[src/shared/swkc_defines.vh]
// Constants for the stopwatch key control block
`ifndef SWKC_DEFINES_VH
`define SWKC_DEFINES_VH

// Timing
`define SWKC_PCLK_HZ 50000000
`define SWKC_TICK_HZ 1024
`define SWKC_TICK_DIV (`SWKC_PCLK_HZ / `SWKC_TICK_HZ)
`define SWKC_DEB_TIME_US 46800
`define SWKC_DEB_TICKS ((`SWKC_DEB_TIME_US * `SWKC_TICK_HZ + 999999) / 1000000)

// Register byte offsets
`define SWKC_OFS_CTRL 8'h00
`define SWKC_OFS_RUN 8'h04
`define SWKC_OFS_MILLIS 8'h08
`define SWKC_OFS_CENTIS 8'h0C
`define SWKC_OFS_DECIS 8'h10
`define SWKC_OFS_FLAGS 8'h14
`define SWKC_OFS_MASK 8'h18
`define SWKC_OFS_KEYS 8'h1C

// Control register fields
`define SWKC_CTRL_DIRECT 0
`define SWKC_CTRL_SWAP 1
`define SWKC_CTRL_COMBO_LO 2
`define SWKC_CTRL_COMBO_HI 4

// Flag register fields
`define SWKC_FLG_TEN_HZ 0
`define SWKC_FLG_ONE_HZ 1
`define SWKC_FLG_RUN_KEY 2
`define SWKC_FLG_LAP_KEY 3
`define SWKC_FLG_RENEWED 4
`define SWKC_FLG_CARRY 5

// Reset values
`define SWKC_CTRL_RESET 5'h00
`define SWKC_MASK_RESET 4'h0
`define SWKC_FLAGS_RESET 4'h0

`endif

[src/design/swkc_key_filter.v]
// Press detection and release debounce for one stopwatch key
`timescale 1ns/10ps
`include "swkc_defines.vh"

module swkc_key_filter
#(
   parameter DEB_TICKS = `SWKC_DEB_TICKS,
   parameter CW = 7
)
(
   input wire pclk,
   input wire presetn,
   input wire tick,
   input wire key_lvl,
   input wire allow,
   input wire enable,
   output reg active_reg,
   output reg press_reg
);

   localparam [31:0] LAST_W = DEB_TICKS - 1;
   localparam [CW-1:0] LAST = LAST_W[CW-1:0];

   reg prev_reg;
   reg [CW-1:0] cnt_reg;

   always @(posedge pclk or negedge presetn)
   begin
      if (!presetn)
      begin
         prev_reg <= 1'b0;
         active_reg <= 1'b0;
         press_reg <= 1'b0;
         cnt_reg <= {CW{1'b0}};
      end
      else
      begin
         press_reg <= 1'b0;
         if (tick)
         begin
            prev_reg <= key_lvl;
            if (active_reg)
            begin
               // Judged at release: the key must stay off for the whole window
               if (key_lvl)
                  cnt_reg <= {CW{1'b0}};
               else if (cnt_reg == LAST)
                  active_reg <= 1'b0;
               else
                  cnt_reg <= cnt_reg + 1'b1;
            end
            else if (enable && key_lvl && !prev_reg && allow)
            begin
               // Rising edge of the internal key signal
               active_reg <= 1'b1;
               press_reg <= 1'b1;
               cnt_reg <= {CW{1'b0}};
            end
         end
      end
   end

endmodule

[src/design/swkc_top.v]
// Stopwatch direct key control with capture buffer, flags and APB registers
//
// Behaviour
// - Direct key enable gives keys run/lap control
// - Swap bit exchanges run and lap keys
// - Accepted run press toggles run state
// - Run state bit reads current running state
// - Key lines stay readable as port bits
// - Keys sampled on each 1024 Hz tick
// - Release debounce rejects bounce under 46.8 ms
// - Lap press captures digits, counting continues
// - Lap during hold renews; decis read flags
// - Decis overflow sets one hertz flag
// - Entering hold reloads carry request from flag
// - Combo select picks mask key set
// - Press during held mask is ignored
// - Lone, joint or with-mask presses accepted
// - Same-tick samples count as simultaneous
// - Digit overflows set ten and one hertz flags
// - Overflow masks gate only the requests
// - Key flags set on internal key rising edge
// - Key masks gate only the requests
// - Millis read latches digits; decis read releases unless a renewal is pending
// - Run bit read-only under direct control
//
// Design decisions made here: register access over APB and the register offsets.
`timescale 1ns/10ps
`include "swkc_defines.vh"

module swkc_top
#(
   parameter TICK_DIV = `SWKC_TICK_DIV,
   parameter DIV_W = 16,
   parameter DEB_TICKS = `SWKC_DEB_TICKS
)
(
   input wire pclk,
   input wire presetn,
   input wire psel,
   input wire penable,
   input wire pwrite,
   input wire [7:0] paddr,
   input wire [31:0] pwdata,
   output reg [31:0] prdata,
   output reg pready,
   output reg pslverr,
   input wire [7:0] key_pins,
   input wire [3:0] millis_digit,
   input wire [3:0] centis_digit,
   input wire [3:0] decis_digit,
   input wire centis_overflow,
   input wire decis_overflow,
   output reg tick_1024_reg,
   output reg run_state_reg,
   output reg [7:0] key_level_reg,
   output reg ten_hz_irq_reg,
   output reg one_hz_irq_reg,
   output reg run_key_irq_reg,
   output reg lap_key_irq_reg
);

   localparam [31:0] DIV_LAST_W = TICK_DIV - 1;
   localparam [DIV_W-1:0] DIV_LAST = DIV_LAST_W[DIV_W-1:0];

   // Register state
   reg [4:0] ctrl_reg;
   reg [3:0] mask_reg;
   reg [3:0] flags_reg;
   reg [3:0] flags_next;
   reg [11:0] cap_reg;
   reg hold_reg;
   reg renew_pend_reg;
   reg capture_renewed_flag_reg;
   reg lap_carry_request_reg;
   reg sw_run_req_reg;
   reg sw_run_val_reg;
   reg [DIV_W-1:0] div_reg;
   reg [7:0] key_meta_reg;
   reg [7:0] key_sync_reg;
   reg [7:0] key_smp_reg;
   reg [7:0] combo_keys;
   reg [31:0] rd_data;
   reg rd_err;

   wire direct_key_enable = ctrl_reg[`SWKC_CTRL_DIRECT];
   wire key_assign_swap = ctrl_reg[`SWKC_CTRL_SWAP];
   wire [2:0] combo_select = ctrl_reg[`SWKC_CTRL_COMBO_HI:`SWKC_CTRL_COMBO_LO];
   wire tick = (div_reg == DIV_LAST);
   wire [11:0] live_digits = {decis_digit, centis_digit, millis_digit};

   // APB: one wait state, the transfer completes where pready is seen high
   wire apb_req = psel && penable && !pready;
   wire apb_done = psel && penable && pready;
   wire wr_done = apb_done && pwrite;
   wire rd_done = apb_done && !pwrite;
   wire addr_ok = (paddr[1:0] == 2'b00) && (paddr <= `SWKC_OFS_KEYS);

   wire rd_millis = rd_done && (paddr == `SWKC_OFS_MILLIS);
   wire rd_decis = rd_done && (paddr == `SWKC_OFS_DECIS);

   // Clock divider gives the falling-edge tick of the 1024 Hz timebase
   always @(posedge pclk or negedge presetn)
   begin
      if (!presetn)
      begin
         div_reg <= {DIV_W{1'b0}};
         tick_1024_reg <= 1'b0;
      end
      else
      begin
         div_reg <= tick ? {DIV_W{1'b0}} : div_reg + 1'b1;
         tick_1024_reg <= tick;
      end
   end

   // Pins pass two flops before anything reads them
   always @(posedge pclk or negedge presetn)
   begin
      if (!presetn)
      begin
         key_meta_reg <= 8'h00;
         key_sync_reg <= 8'h00;
         key_smp_reg <= 8'h00;
         key_level_reg <= 8'h00;
      end
      else
      begin
         key_meta_reg <= key_pins;
         key_sync_reg <= key_meta_reg;
         key_level_reg <= key_sync_reg;
         if (tick)
            key_smp_reg <= key_sync_reg;
      end
   end

   // Mask key set, bit order p0_0..p0_3 then p1_0..p1_3
   always @*
   begin
      case (combo_select)
         3'h1: combo_keys = 8'h04;
         3'h2: combo_keys = 8'h0C;
         3'h3: combo_keys = 8'h1C;
         3'h4: combo_keys = 8'h10;
         3'h5: combo_keys = 8'h30;
         3'h6: combo_keys = 8'h70;
         3'h7: combo_keys = 8'hF0;
         default: combo_keys = 8'h00;
      endcase
   end

   // A mask key held on the previous tick blocks the press; one arriving on the
   // same tick as the run or lap key counts as simultaneous and is allowed
   wire mask_held = |(key_smp_reg & combo_keys);
   wire key_allow = !mask_held;
   wire run_lvl = key_assign_swap ? key_sync_reg[1] : key_sync_reg[0];
   wire lap_lvl = key_assign_swap ? key_sync_reg[0] : key_sync_reg[1];

   wire run_active;
   wire run_press;
   wire lap_active;
   wire lap_press;

   swkc_key_filter #(.DEB_TICKS(DEB_TICKS), .CW(7)) u_run_key
   (
      .pclk(pclk),
      .presetn(presetn),
      .tick(tick),
      .key_lvl(run_lvl),
      .allow(key_allow),
      .enable(direct_key_enable),
      .active_reg(run_active),
      .press_reg(run_press)
   );

   swkc_key_filter #(.DEB_TICKS(DEB_TICKS), .CW(7)) u_lap_key
   (
      .pclk(pclk),
      .presetn(presetn),
      .tick(tick),
      .key_lvl(lap_lvl),
      .allow(key_allow),
      .enable(direct_key_enable),
      .active_reg(lap_active),
      .press_reg(lap_press)
   );

   // Run state: keys toggle it, software writes land on the next tick
   always @(posedge pclk or negedge presetn)
   begin
      if (!presetn)
      begin
         run_state_reg <= 1'b0;
         sw_run_req_reg <= 1'b0;
         sw_run_val_reg <= 1'b0;
      end
      else
      begin
         if (direct_key_enable)
         begin
            sw_run_req_reg <= 1'b0;
            if (run_press)
               run_state_reg <= !run_state_reg;
         end
         else
         begin
            if (wr_done && paddr == `SWKC_OFS_RUN)
            begin
               sw_run_req_reg <= 1'b1;
               sw_run_val_reg <= pwdata[0];
            end
            else if (tick)
               sw_run_req_reg <= 1'b0;
            if (tick && sw_run_req_reg)
               run_state_reg <= sw_run_val_reg;
         end
      end
   end

   // Capture buffer and hold
   always @(posedge pclk or negedge presetn)
   begin
      if (!presetn)
      begin
         cap_reg <= 12'h000;
         hold_reg <= 1'b0;
         renew_pend_reg <= 1'b0;
         capture_renewed_flag_reg <= 1'b0;
         lap_carry_request_reg <= 1'b0;
      end
      else
      begin
         if (lap_press)
         begin
            cap_reg <= live_digits;
            hold_reg <= 1'b1;
            lap_carry_request_reg <= flags_reg[`SWKC_FLG_ONE_HZ];
            if (hold_reg)
               renew_pend_reg <= 1'b1;
         end
         else if (rd_millis && !hold_reg)
         begin
            cap_reg <= live_digits;
            hold_reg <= 1'b1;
            lap_carry_request_reg <= flags_reg[`SWKC_FLG_ONE_HZ];
         end
         else if (rd_decis)
         begin
            // A renewal keeps the hold so the fresh lap data is not lost
            capture_renewed_flag_reg <= renew_pend_reg;
            renew_pend_reg <= 1'b0;
            if (!renew_pend_reg)
               hold_reg <= 1'b0;
         end
      end
   end

   // Sticky flags: a set in the clearing cycle wins
   always @*
   begin
      flags_next = flags_reg;
      if (wr_done && paddr == `SWKC_OFS_FLAGS)
         flags_next = flags_reg & ~pwdata[3:0];
      if (centis_overflow)
         flags_next[`SWKC_FLG_TEN_HZ] = 1'b1;
      if (decis_overflow)
         flags_next[`SWKC_FLG_ONE_HZ] = 1'b1;
      if (run_press)
         flags_next[`SWKC_FLG_RUN_KEY] = 1'b1;
      if (lap_press)
         flags_next[`SWKC_FLG_LAP_KEY] = 1'b1;
   end

   // Control, masks, flags and interrupt requests
   always @(posedge pclk or negedge presetn)
   begin
      if (!presetn)
      begin
         ctrl_reg <= `SWKC_CTRL_RESET;
         mask_reg <= `SWKC_MASK_RESET;
         flags_reg <= `SWKC_FLAGS_RESET;
         ten_hz_irq_reg <= 1'b0;
         one_hz_irq_reg <= 1'b0;
         run_key_irq_reg <= 1'b0;
         lap_key_irq_reg <= 1'b0;
      end
      else
      begin
         if (wr_done && paddr == `SWKC_OFS_CTRL)
            ctrl_reg <= pwdata[4:0];
         if (wr_done && paddr == `SWKC_OFS_MASK)
            mask_reg <= pwdata[3:0];
         flags_reg <= flags_next;
         ten_hz_irq_reg <= flags_reg[0] & mask_reg[0];
         one_hz_irq_reg <= flags_reg[1] & mask_reg[1];
         run_key_irq_reg <= flags_reg[2] & mask_reg[2];
         lap_key_irq_reg <= flags_reg[3] & mask_reg[3];
      end
   end

   // Read mux; held digits come from the buffer, otherwise live
   always @*
   begin
      rd_data = 32'h00000000;
      rd_err = !addr_ok;
      case (paddr)
         `SWKC_OFS_CTRL: rd_data[4:0] = ctrl_reg;
         `SWKC_OFS_RUN: rd_data[0] = run_state_reg;
         `SWKC_OFS_MILLIS: rd_data[3:0] = hold_reg ? cap_reg[3:0] : millis_digit;
         `SWKC_OFS_CENTIS: rd_data[3:0] = hold_reg ? cap_reg[7:4] : centis_digit;
         `SWKC_OFS_DECIS: rd_data[3:0] = hold_reg ? cap_reg[11:8] : decis_digit;
         `SWKC_OFS_FLAGS:
         begin
            rd_data[3:0] = flags_reg;
            rd_data[`SWKC_FLG_RENEWED] = capture_renewed_flag_reg;
            rd_data[`SWKC_FLG_CARRY] = lap_carry_request_reg;
         end
         `SWKC_OFS_MASK: rd_data[3:0] = mask_reg;
         `SWKC_OFS_KEYS: rd_data[7:0] = key_level_reg;
         default: rd_data = 32'h00000000;
      endcase
   end

   // APB answer registers
   always @(posedge pclk or negedge presetn)
   begin
      if (!presetn)
      begin
         pready <= 1'b0;
         pslverr <= 1'b0;
         prdata <= 32'h00000000;
      end
      else
      begin
         pready <= apb_req;
         if (apb_req)
         begin
            pslverr <= rd_err;
            prdata <= pwrite ? 32'h00000000 : rd_data;
         end
         else
         begin
            pslverr <= 1'b0;
            prdata <= 32'h00000000;
         end
      end
   end

endmodule

[config.mk]
export PLATFORM = sky130hd
export DESIGN_NAME = swkc_top
export DESIGN_NICKNAME = d
export VERILOG_FILES = /design/src/design/swkc_key_filter.v /design/src/design/swkc_top.v
export VERILOG_INCLUDE_DIRS = /design/src /design/src/shared
export SDC_FILE = /design/constraint.sdc
export NUM_CORES = 1
export LEC_CHECK = 0
export BUFFER_PORTS_ARGS = -buffer_cell sky130_fd_sc_hd__buf_2
export CAP_MARGIN = 5
export CORE_ASPECT_RATIO = 0.75
export CORE_MARGIN = 1.5
export CORE_UTILIZATION = 40
export DETAILED_ROUTE_END_ITERATION = 6
export GPL_ROUTABILITY_DRIVEN = 0
export MAX_ROUTING_LAYER = met4
export PLACE_DENSITY = 0.64
export SETUP_SLACK_MARGIN = 0.15
export SLEW_MARGIN = 40
export SYNTH_ARGS = -nofsm -noshare
export SYNTH_HDL_FRONTEND = slang
export SYNTH_SLANG_ARGS = --single-unit
[constraint.sdc]
create_clock -name pclk -period 2.1 [get_ports pclk]
set_input_delay 0.42 -clock pclk [delete_from_list [all_inputs] [get_ports pclk]]
set_output_delay 0.42 -clock pclk [all_outputs]
set_load 0.005 [all_outputs]
==> results of run 1 <==
-- worst reg2reg max path: stages (launching register included) --
cell and delay (ns):
sky130_fd_sc_hd__dfrtp_1 0.38, sky130_fd_sc_hd__or4b_4 0.56, sky130_fd_sc_hd__buf_4 0.15, sky130_fd_sc_hd__buf_6 0.11, sky130_fd_sc_hd__nor4_4 0.29, sky130_fd_sc_hd__and3_4 0.28, sky130_fd_sc_hd__a41oi_2 0.12, sky130_fd_sc_hd__a31oi_1 0.16
-- routing by layer --
metal,GRT usage [%],part of all wire (%),vias to the layer above
li1,-,-,1724
met1,24.9,50,1816
met2,25.4,43,84
met3,5.51,5.7,13
met4,6.85,1.1,0
met5,-,0,-
-- layout make-up --
cell class / count / area share, %
flip-flops and latches: 113 / 43.7
multi-input cells: 299 / 33.1
repair buffers: 102 / 10.5
clock buffers: 17 / 6.58
well taps: 166 / 3.21
clock inverters: 14 / 2.46
inverters: 7 / 0.406
-- power by group through the flow --
stage          combinational (mW)  clock, mW  sequential, mW
2_1_floorplan              0.0826          0            2.26
3_3_place_gp                0.172          0            2.26
3_5_place_dp                0.176          0            2.26
4_1_cts                     0.178       2.89            2.22
5_1_grt                     0.199       3.01            2.23
6_report                    0.175       2.84            2.22
-- metrics by stage --
stage | util (%) | setup slack [ns]
after floorplan | - | -0.0583
after global placement | 46.1 | 0.0244
after detailed placement | 46.1 | -0.0459
after CTS | 51.3 | -0.0197
after global routing | 52.7 | -0.142
final | 52.7 | -0.0454
-- cells by family after synthesis --
group                      count (synthesis)
and+or+nand+nor                          151
DFF                                      113
AOI/OAI and AO/OA                         63
other                                      1
buffers and inverters                     43
adders and majority gates                  3
muxes                                     46
xor gates and xnor gates                  12
-- what timing repair did --
action | CTS | global route
endpoints found under the hold margin | 27 | 0
hold buffers | 1 | 0
setup endpoints to repair | 18 | 42
buffers inserted | 2 | 10
gates resized for setup | 8 | 22
cloned | 0 | 1
pin swaps | 0 | 5
-- layout by cell type, fill, tap and decap left out, drive strengths merged, types with 5 or more instances in the layout --
| cell type | Yosys | routed |
|---|---|---|
| nor2b | 6 | 6 |
| o21ai | 19 | 19 |
| mux4 | 5 | 5 |
| nand4 | 8 | 8 |
| nand3 | 15 | 15 |
| nor3 | 9 | 9 |
| and2 | 8 | 8 |
| nand2 | 42 | 42 |
| a21oi | 6 | 6 |
| a21o | 7 | 7 |
| clkbuf | 10 | 17 |
| o31ai | 7 | 7 |
| mux2i | 7 | 7 |
| buf | 26 | 101 |
| and3 | 12 | 12 |
| xnor2 | 8 | 8 |
| mux2 | 34 | 34 |
| dfrtp | 113 | 113 |
| conb | 1 | 24 |
| a22o | 5 | 5 |
| a31oi | 6 | 6 |
| inv | 7 | 11 |
| nor2 | 27 | 27 |
-- how the worst max path moves through the flow --
stage	startpoint	to	slack (ns)	depth (start not counted)
final	div_reg[14]	u_lap_key.cnt_reg[5]	-0.05	7
after CTS	div_reg[14]	u_run_key.cnt_reg[3]	-0.02	4
after global routing	div_reg[14]	u_lap_key.cnt_reg[5]	-0.14	7
after global placement	div_reg[14]	u_run_key.cnt_reg[4]	0.02	4
after detailed placement	div_reg[14]	u_run_key.cnt_reg[3]	-0.05	4
after floorplan	div_reg[6]	u_run_key.cnt_reg[6]	-0.06	5
==> out/qor.json, run 1 <==
{
  "dr_total_vias": 3637,
  "setup.worst_path.end_class": "register",
  "tns_ns": -0.165,
  "finalPower_mw": 5.24,
  "power.combinational.fraction_pct": 3.3,
  "worstRegToRegCells": 7,
  "max_buffers_root_to_sink": 2,
  "detail_route.wirelength_mm": 10.9,
  "grt_start_max_net_pins": 45,
  "hold-path-cell-count": 1,
  "net_sw_share_pct": 23.0,
  "global_route.usage.total_pct": 18.2,
  "crit_chain": "or4b_4 > buf_4 > buf_6 > nor4_4 > and3_4 > a41oi_2 > a31oi_1",
  "seq_area_frac_synth_pct": 56.4,
  "stdcell_count": 718,
  "cts.root.buffer_cell": "sky130_fd_sc_hd__clkbuf_16",
  "post_synth.cell_area_avg_um2": 11.6,
  "synth_common_cells": "113 x sky130_fd_sc_hd__dfrtp_1, 42 x sky130_fd_sc_hd__nand2_1, 34 x sky130_fd_sc_hd__mux2_2, 27 x sky130_fd_sc_hd__nor2_1, 24 x sky130_fd_sc_hd__buf_4",
  "critical_path.max_stage_delay_ns": 0.56,
  "post-route-cell-area_mm2": 0.00646,
  "final.min_clock_period_ns": 2.15,
  "worst_path_dominant_cell_family": "simple AND/OR/NAND/NOR gates",
  "initial_standard_cell_utilization_of_the_core_pct": 40.9,
  "clk-insertion-delay-late_ns": 0.41,
  "power_density_mw_per_mm2": 810,
  "synthFlopType": "sky130_fd_sc_hd__dfrtp_1",
  "share_clk_of_total_power_pct": 54.2,
  "drtAntennaViolNets": 0,
  "wire_per_inst_um": 15.2,
  "gr-total-overflow": 0,
  "timing.fmax_mhz": 466,
  "clk_pin_slew_worst_paths_ns": 0.06,
  "synth_cell_types": 51,
  "post-route-worst-setup-slack_ns": -0.0454,
  "area_added_between_synthesis_and_finish_pct": 28.9,
  "cts_made_buffers": 17,
  "layout_worst_path_cycle_share_pct": 102,
  "standard_cell_rows": 35,
  "post_synthesis_compound_gate_area_fraction_pct": 8.34,
  "critical_path_arrival_ns": 2.47,
  "cap_violations": 0,
  "floorplan.die_area_mm2": 0.0132,
  "synth-edff-count": 0,
  "yosys.area_share.adder_pct": 0.749,
  "outcome": "finished, violations left",
  "critical_path_required_time_ns": 2.43,
  "cp_slowest_cell": "sky130_fd_sc_hd__or4b_4",
  "critical_path.n_buffers_inverters": 2,
  "yosys.area.top_type": "sky130_fd_sc_hd__dfrtp_1",
  "power_leakage_nw": 3.16,
  "r2r-start": "div_reg[14]",
  "critPathLaunchType": "register",
  "drt_iter0_markers": 239,
  "cellInternalPower_mw": 4.03,
  "ir_worst_vdd_mv": 0.602,
  "routed_via_density": 5.07,
  "post-synth-top-count-cell": "sky130_fd_sc_hd__dfrtp_1",
  "end_point_of_the_most_critical_hold_path": "key_meta_reg[6]",
  "seqPwrFrac_pct": 42.5,
  "rsz0062_at_grt": "yes",
  "detailed_place_hpwl_mm": 7.73,
  "post_synth_inst_count": 432,
  "numPlacedInstances": 673,
  "io_pins": 115,
  "floorplan.die.height_um": 100,
  "setup_violations": 5,
  "power.net_switching_mw": 1.21,
  "synth.area.mux_share_pct": 11.3,
  "max_reg_flops": 16,
  "violations_in_the_final_reports": "negative setup slack",
  "cells_taking_the_most_area_after_synthesis": "sky130_fd_sc_hd__dfrtp_1 56%, sky130_fd_sc_hd__mux2_2 7.6%, sky130_fd_sc_hd__buf_4 3.6%",
  "synth-xor-area-share_pct": 2.10,
  "min-delay-start": "key_pins[6]",
  "grt_pass1_vias": 3553,
  "layout.area.seq_mm2": 0.00283,
  "nets": 610,
  "main_combinational_cell_family_by_area_after_synthesis": "simple AND/OR/NAND/NOR gates",
  "fill_cells": 1096,
  "slew_viols_final": 0,
  "postPlaceCellArea_mm2": 0.00565,
  "dr.pass1.iters": 4,
  "regToRegSetupSlack_ns": -0.05,
  "antenna_violations_before_repair": 0,
  "hold-worst-slack_ns": 0.108,
  "worst_r2r_endpoint": "u_lap_key.cnt_reg[5]",
  "post_synth_and_or_nand_nor_area_fraction_pct": 15.9,
  "remaining_drc_errors": 0,
  "yosysTopAreaCellShare_pct": 56.4,
  "global_route_wire_length_before_repair_mm": 18.0,
  "hold_class": "primary input to register",
  "layout-drive-gt1-share_pct": 35.1,
  "antenna-diode-count": 0,
  "synth-async-reset-ratio_pct": 100,
  "ys_seq_elements": 113,
  "floorplan.core_area_mm2": 0.0123,
  "place.port_buffers": 63,
  "timing_worst_setup_path_type": "register to register",
  "multi_input_comb_area_mm2": 0.00214,
  "number_of_warning_messages_in_the_yosys_log": 0,
  "h-tree-depth": 4,
  "cts_tree": "yes",
  "max_clock_skew_ns": 0.0139,
  "cts.sinks": 113,
  "mappedNetlistArea_mm2": 0.00501,
  "critical_path.max_fanout": 5,
  "die_width_um": 132,
  "final-hold-violation-count": 0
}
(Power assumes the default switching activity.)
==> inputs of run 2 (changes only) <==
Settings changed: ABC_AREA set to 1, CELL_PAD_IN_SITES_DETAIL_PLACEMENT set to 1, CELL_PAD_IN_SITES_GLOBAL_PLACEMENT set to 2, CORE_UTILIZATION 40 to 28, PLACE_DENSITY 0.64 to 0.74.
==> run 2 against run 1 <==
Effect of this change:
- cell area rose by 3.6%
- clock-buffer cell count is 1 higher
- critical path type unchanged
- clock power rose by 8.8%
- synthesized cell count grew 59%
- sequential cell count is the same
- highest routed layer unchanged
- worst setup slack improved by 0.41 ns
- hold slack lost 0.00059 ns
- combinational power increased by 17%
- die area up 53%
- critical endpoint is now div_reg[14]
- the flow now finishes without violations
==> out/qor.json, run 2 <==
{
  "cells_taking_the_most_area_after_synthesis": "sky130_fd_sc_hd__dfrtp_1 52%, sky130_fd_sc_hd__nand2_1 14%, sky130_fd_sc_hd__nand3_1 7.2%",
  "ir_worst_vdd_mv": 0.526,
  "detail_route.wirelength_mm": 15.1,
  "cts.repair.resized": 0,
  "min-delay-start": "key_pins[3]",
  "drtAntennaViolNets": 0,
  "clk-insertion-delay-late_ns": 0.42,
  "post_synth.cell_area_avg_um2": 7.92,
  "rsz0062_at_grt": "no",
  "cts.sinks": 113,
  "critPathLaunchType": "register",
  "initial_standard_cell_utilization_of_the_core_pct": 29.0,
  "layout_worst_path_cycle_share_pct": 82.8,
  "place.port_buffers": 63,
  "cts_hold_buffers": 1,
  "worstMarginPinSlew_ns": 0.582,
  "timing.fmax_mhz": 575,
  "grt.met1_usage_pct": 20.5,
  "h-tree-depth": 4,
  "synth_cell_types": 29,
  "global_route.usage.total_pct": 16.6,
  "worstRegToRegCells": 6,
  "mappedNetlistArea_mm2": 0.00544,
  "critical_path.max_fanout": 4,
  "grt_start_max_net_pins": 43,
  "cts_made_buffers": 17,
  "synth-async-reset-ratio_pct": 100,
  "final-hold-violation-count": 0,
  "gr-total-overflow": 0,
  "post_synth_inst_count": 686,
  "tns_ns": 0,
  "routed_via_density": 4.51,
  "layout-drive-gt1-share_pct": 15.6,
  "timing_worst_setup_path_type": "register to register",
  "drt_iter0_markers": 209,
  "setup_violations": 0,
  "multi_input_comb_area_mm2": 0.00217,
  "cap_violations": 0,
  "nets": 843,
  "yosys.area.top_type": "sky130_fd_sc_hd__dfrtp_1",
  "clk_pin_slew_worst_paths_ns": 0.06,
  "global_route_wire_length_before_repair_mm": 24.7,
  "ys_seq_elements": 113,
  "wire_per_inst_um": 14.7,
  "fill_cells": 2270,
  "number_of_warning_messages_in_the_yosys_log": 0,
  "r2r-start": "div_reg[0]",
  "hold_class": "primary input to register",
  "io_pins": 115,
  "layout_commonest_cell": "sky130_fd_sc_hd__nand2_1",
  "grt_use_met3_pct": 4.20,
  "antenna_violations_before_repair": 0,
  "post-synth-top-count-cell": "sky130_fd_sc_hd__nand2_1",
  "max_reg_flops": 16,
  "seq_area_frac_synth_pct": 52.0,
  "dr_total_vias": 4662,
  "grtUsageMet2_pct": 27.2,
  "final.min_clock_period_ns": 1.74,
  "floorplan.die_area_mm2": 0.0203,
  "floorplan.die.height_um": 124,
  "outcome": "completed",
  "critical_path_arrival_ns": 2.05,
  "power_density_mw_per_mm2": 826,
  "layout.area.seq_mm2": 0.00283,
  "die_width_um": 164,
  "floorplan.core_area_mm2": 0.0188,
  "regToRegSetupSlack_ns": 0.36,
  "cts.root.buffer_cell": "sky130_fd_sc_hd__clkbuf_16",
  "synth_common_cells": "201 x sky130_fd_sc_hd__nand2_1, 113 x sky130_fd_sc_hd__dfrtp_1, 89 x sky130_fd_sc_hd__nor2_1, 78 x sky130_fd_sc_hd__nand3_1, 71 x sky130_fd_sc_hd__inv_1",
  "worst_setup_path_startpoint": "div_reg[0]",
  "power_leakage_nw": 3.49,
  "grt_pass1_vias": 4885,
  "worst_r2r_endpoint": "div_reg[14]",
  "dr.pass1.iters": 4,
  "remaining_drc_errors": 0,
  "setup.worst_path.end_class": "register",
  "detailed_place_hpwl_mm": 11.2,
  "max_buffers_root_to_sink": 2,
  "cts.repair_timing.setup_buffer_count": 0,
  "antenna-diode-count": 0,
  "timing.max_slew.rel_slack_pct": 61.1,
  "worstSetupEndpoint": "div_reg[14]",
  "slew_viols_final": 0,
  "max_clock_skew_ns": 0.00588,
  "synthFlopType": "sky130_fd_sc_hd__dfrtp_1",
  "cts_tree": "yes",
  "critical_path_required_time_ns": 2.41,
  "yosysTopAreaCellShare_pct": 52.0,
  "busiest_layer": "met2",
  "synth-edff-count": 0,
  "standard_cell_rows": 43,
  "layout.cells.most_common_list": "201 x sky130_fd_sc_hd__nand2_1, 113 x sky130_fd_sc_hd__dfrtp_1, 89 x sky130_fd_sc_hd__nor2_1",
  "area_added_between_synthesis_and_finish_pct": 23.2,
  "hold-worst-slack_ns": 0.107
}
==> run 2: changes by cell type in the layout (fill, tap and decap cells not counted), moves of 15 or more <==
cell / change
sky130_fd_sc_hd__buf_4: -15
sky130_fd_sc_hd__inv_1: +64
sky130_fd_sc_hd__mux2_2: -33
sky130_fd_sc_hd__nand2_1: +160
sky130_fd_sc_hd__nand3_1: +63
sky130_fd_sc_hd__nor2_1: +63
sky130_fd_sc_hd__o21ai_0: +28
==> run 2: how the worst min path moves through the flow <==
stage,to,cells after the start
global route,key_meta_reg[3],1
finish,key_meta_reg[3],1
global placement,key_sync_reg[2],0
CTS,key_meta_reg[3],1
detailed placement,key_sync_reg[3],0
floorplan,cap_reg[0],0
==> run 2: final cells by class <==
type | instances | share of cell area (%)
timing repair buffer | 80 | 7.25
tap | 247 | 4.61
multi-input combinational | 487 | 32.4
clock buffer | 18 | 6.56
sequential | 113 | 42.2
inverter | 74 | 4.15
clock inverter | 14 | 2.82
==> run 2: worst max-delay path, stage by stage, from the launching register on <==
cell                      delay, ns
sky130_fd_sc_hd__dfrtp_1       0.40
sky130_fd_sc_hd__ha_1          0.23
sky130_fd_sc_hd__nand3_1       0.17
sky130_fd_sc_hd__nor3_1        0.44
sky130_fd_sc_hd__nand4_1       0.17
sky130_fd_sc_hd__xor2_1        0.16
sky130_fd_sc_hd__inv_1         0.05
==> run 2: per-stage QoR <==
step	utilization [%]	cells	total power [mW]	instance area [µm²]	setup slack, ns
2_1_floorplan	-	709	2.37	5520	0.640
3_3_place_gp	32.3	1000	2.48	6060	0.305
3_5_place_dp	32.3	1000	2.49	6060	0.244
4_1_cts	35.7	1033	5.62	6700	0.345
5_1_grt	35.7	1033	5.73	6700	0.170
6_report	35.7	1033	5.53	6700	0.362
==> run 2: logic make-up after synthesis <==
kind of cell    Yosys count  synth area share, %
simple gates            403                 31.5
flops                   113                 52.0
buf+inv                 109                 9.67
compound gates           48                 4.53
xor+xnor                  8                 1.29
fa+ha+maj                 3                0.691
other cells               1               0.0690
mux                       1                0.207
==> run 2: per-layer routing <==
layer / vias up / routed length (µm)
met3: 13 / 478
met2: 64 / 7160
li1: 2291 / -
met5: - / 0
met4: 0 / 143
met1: 2294 / 7360
==> run 2: power breakdown <==
| part | switching [mW] | total [mW] | internal, mW | leakage [nW] |
|---|---|---|---|---|
| registers | 0.0201 | 2.24 | 2.22 | 1.44 |
| clock network | 1.08 | 3.09 | 2.01 | 0.302 |
| logic | 0.136 | 0.204 | 0.0676 | 1.74 |
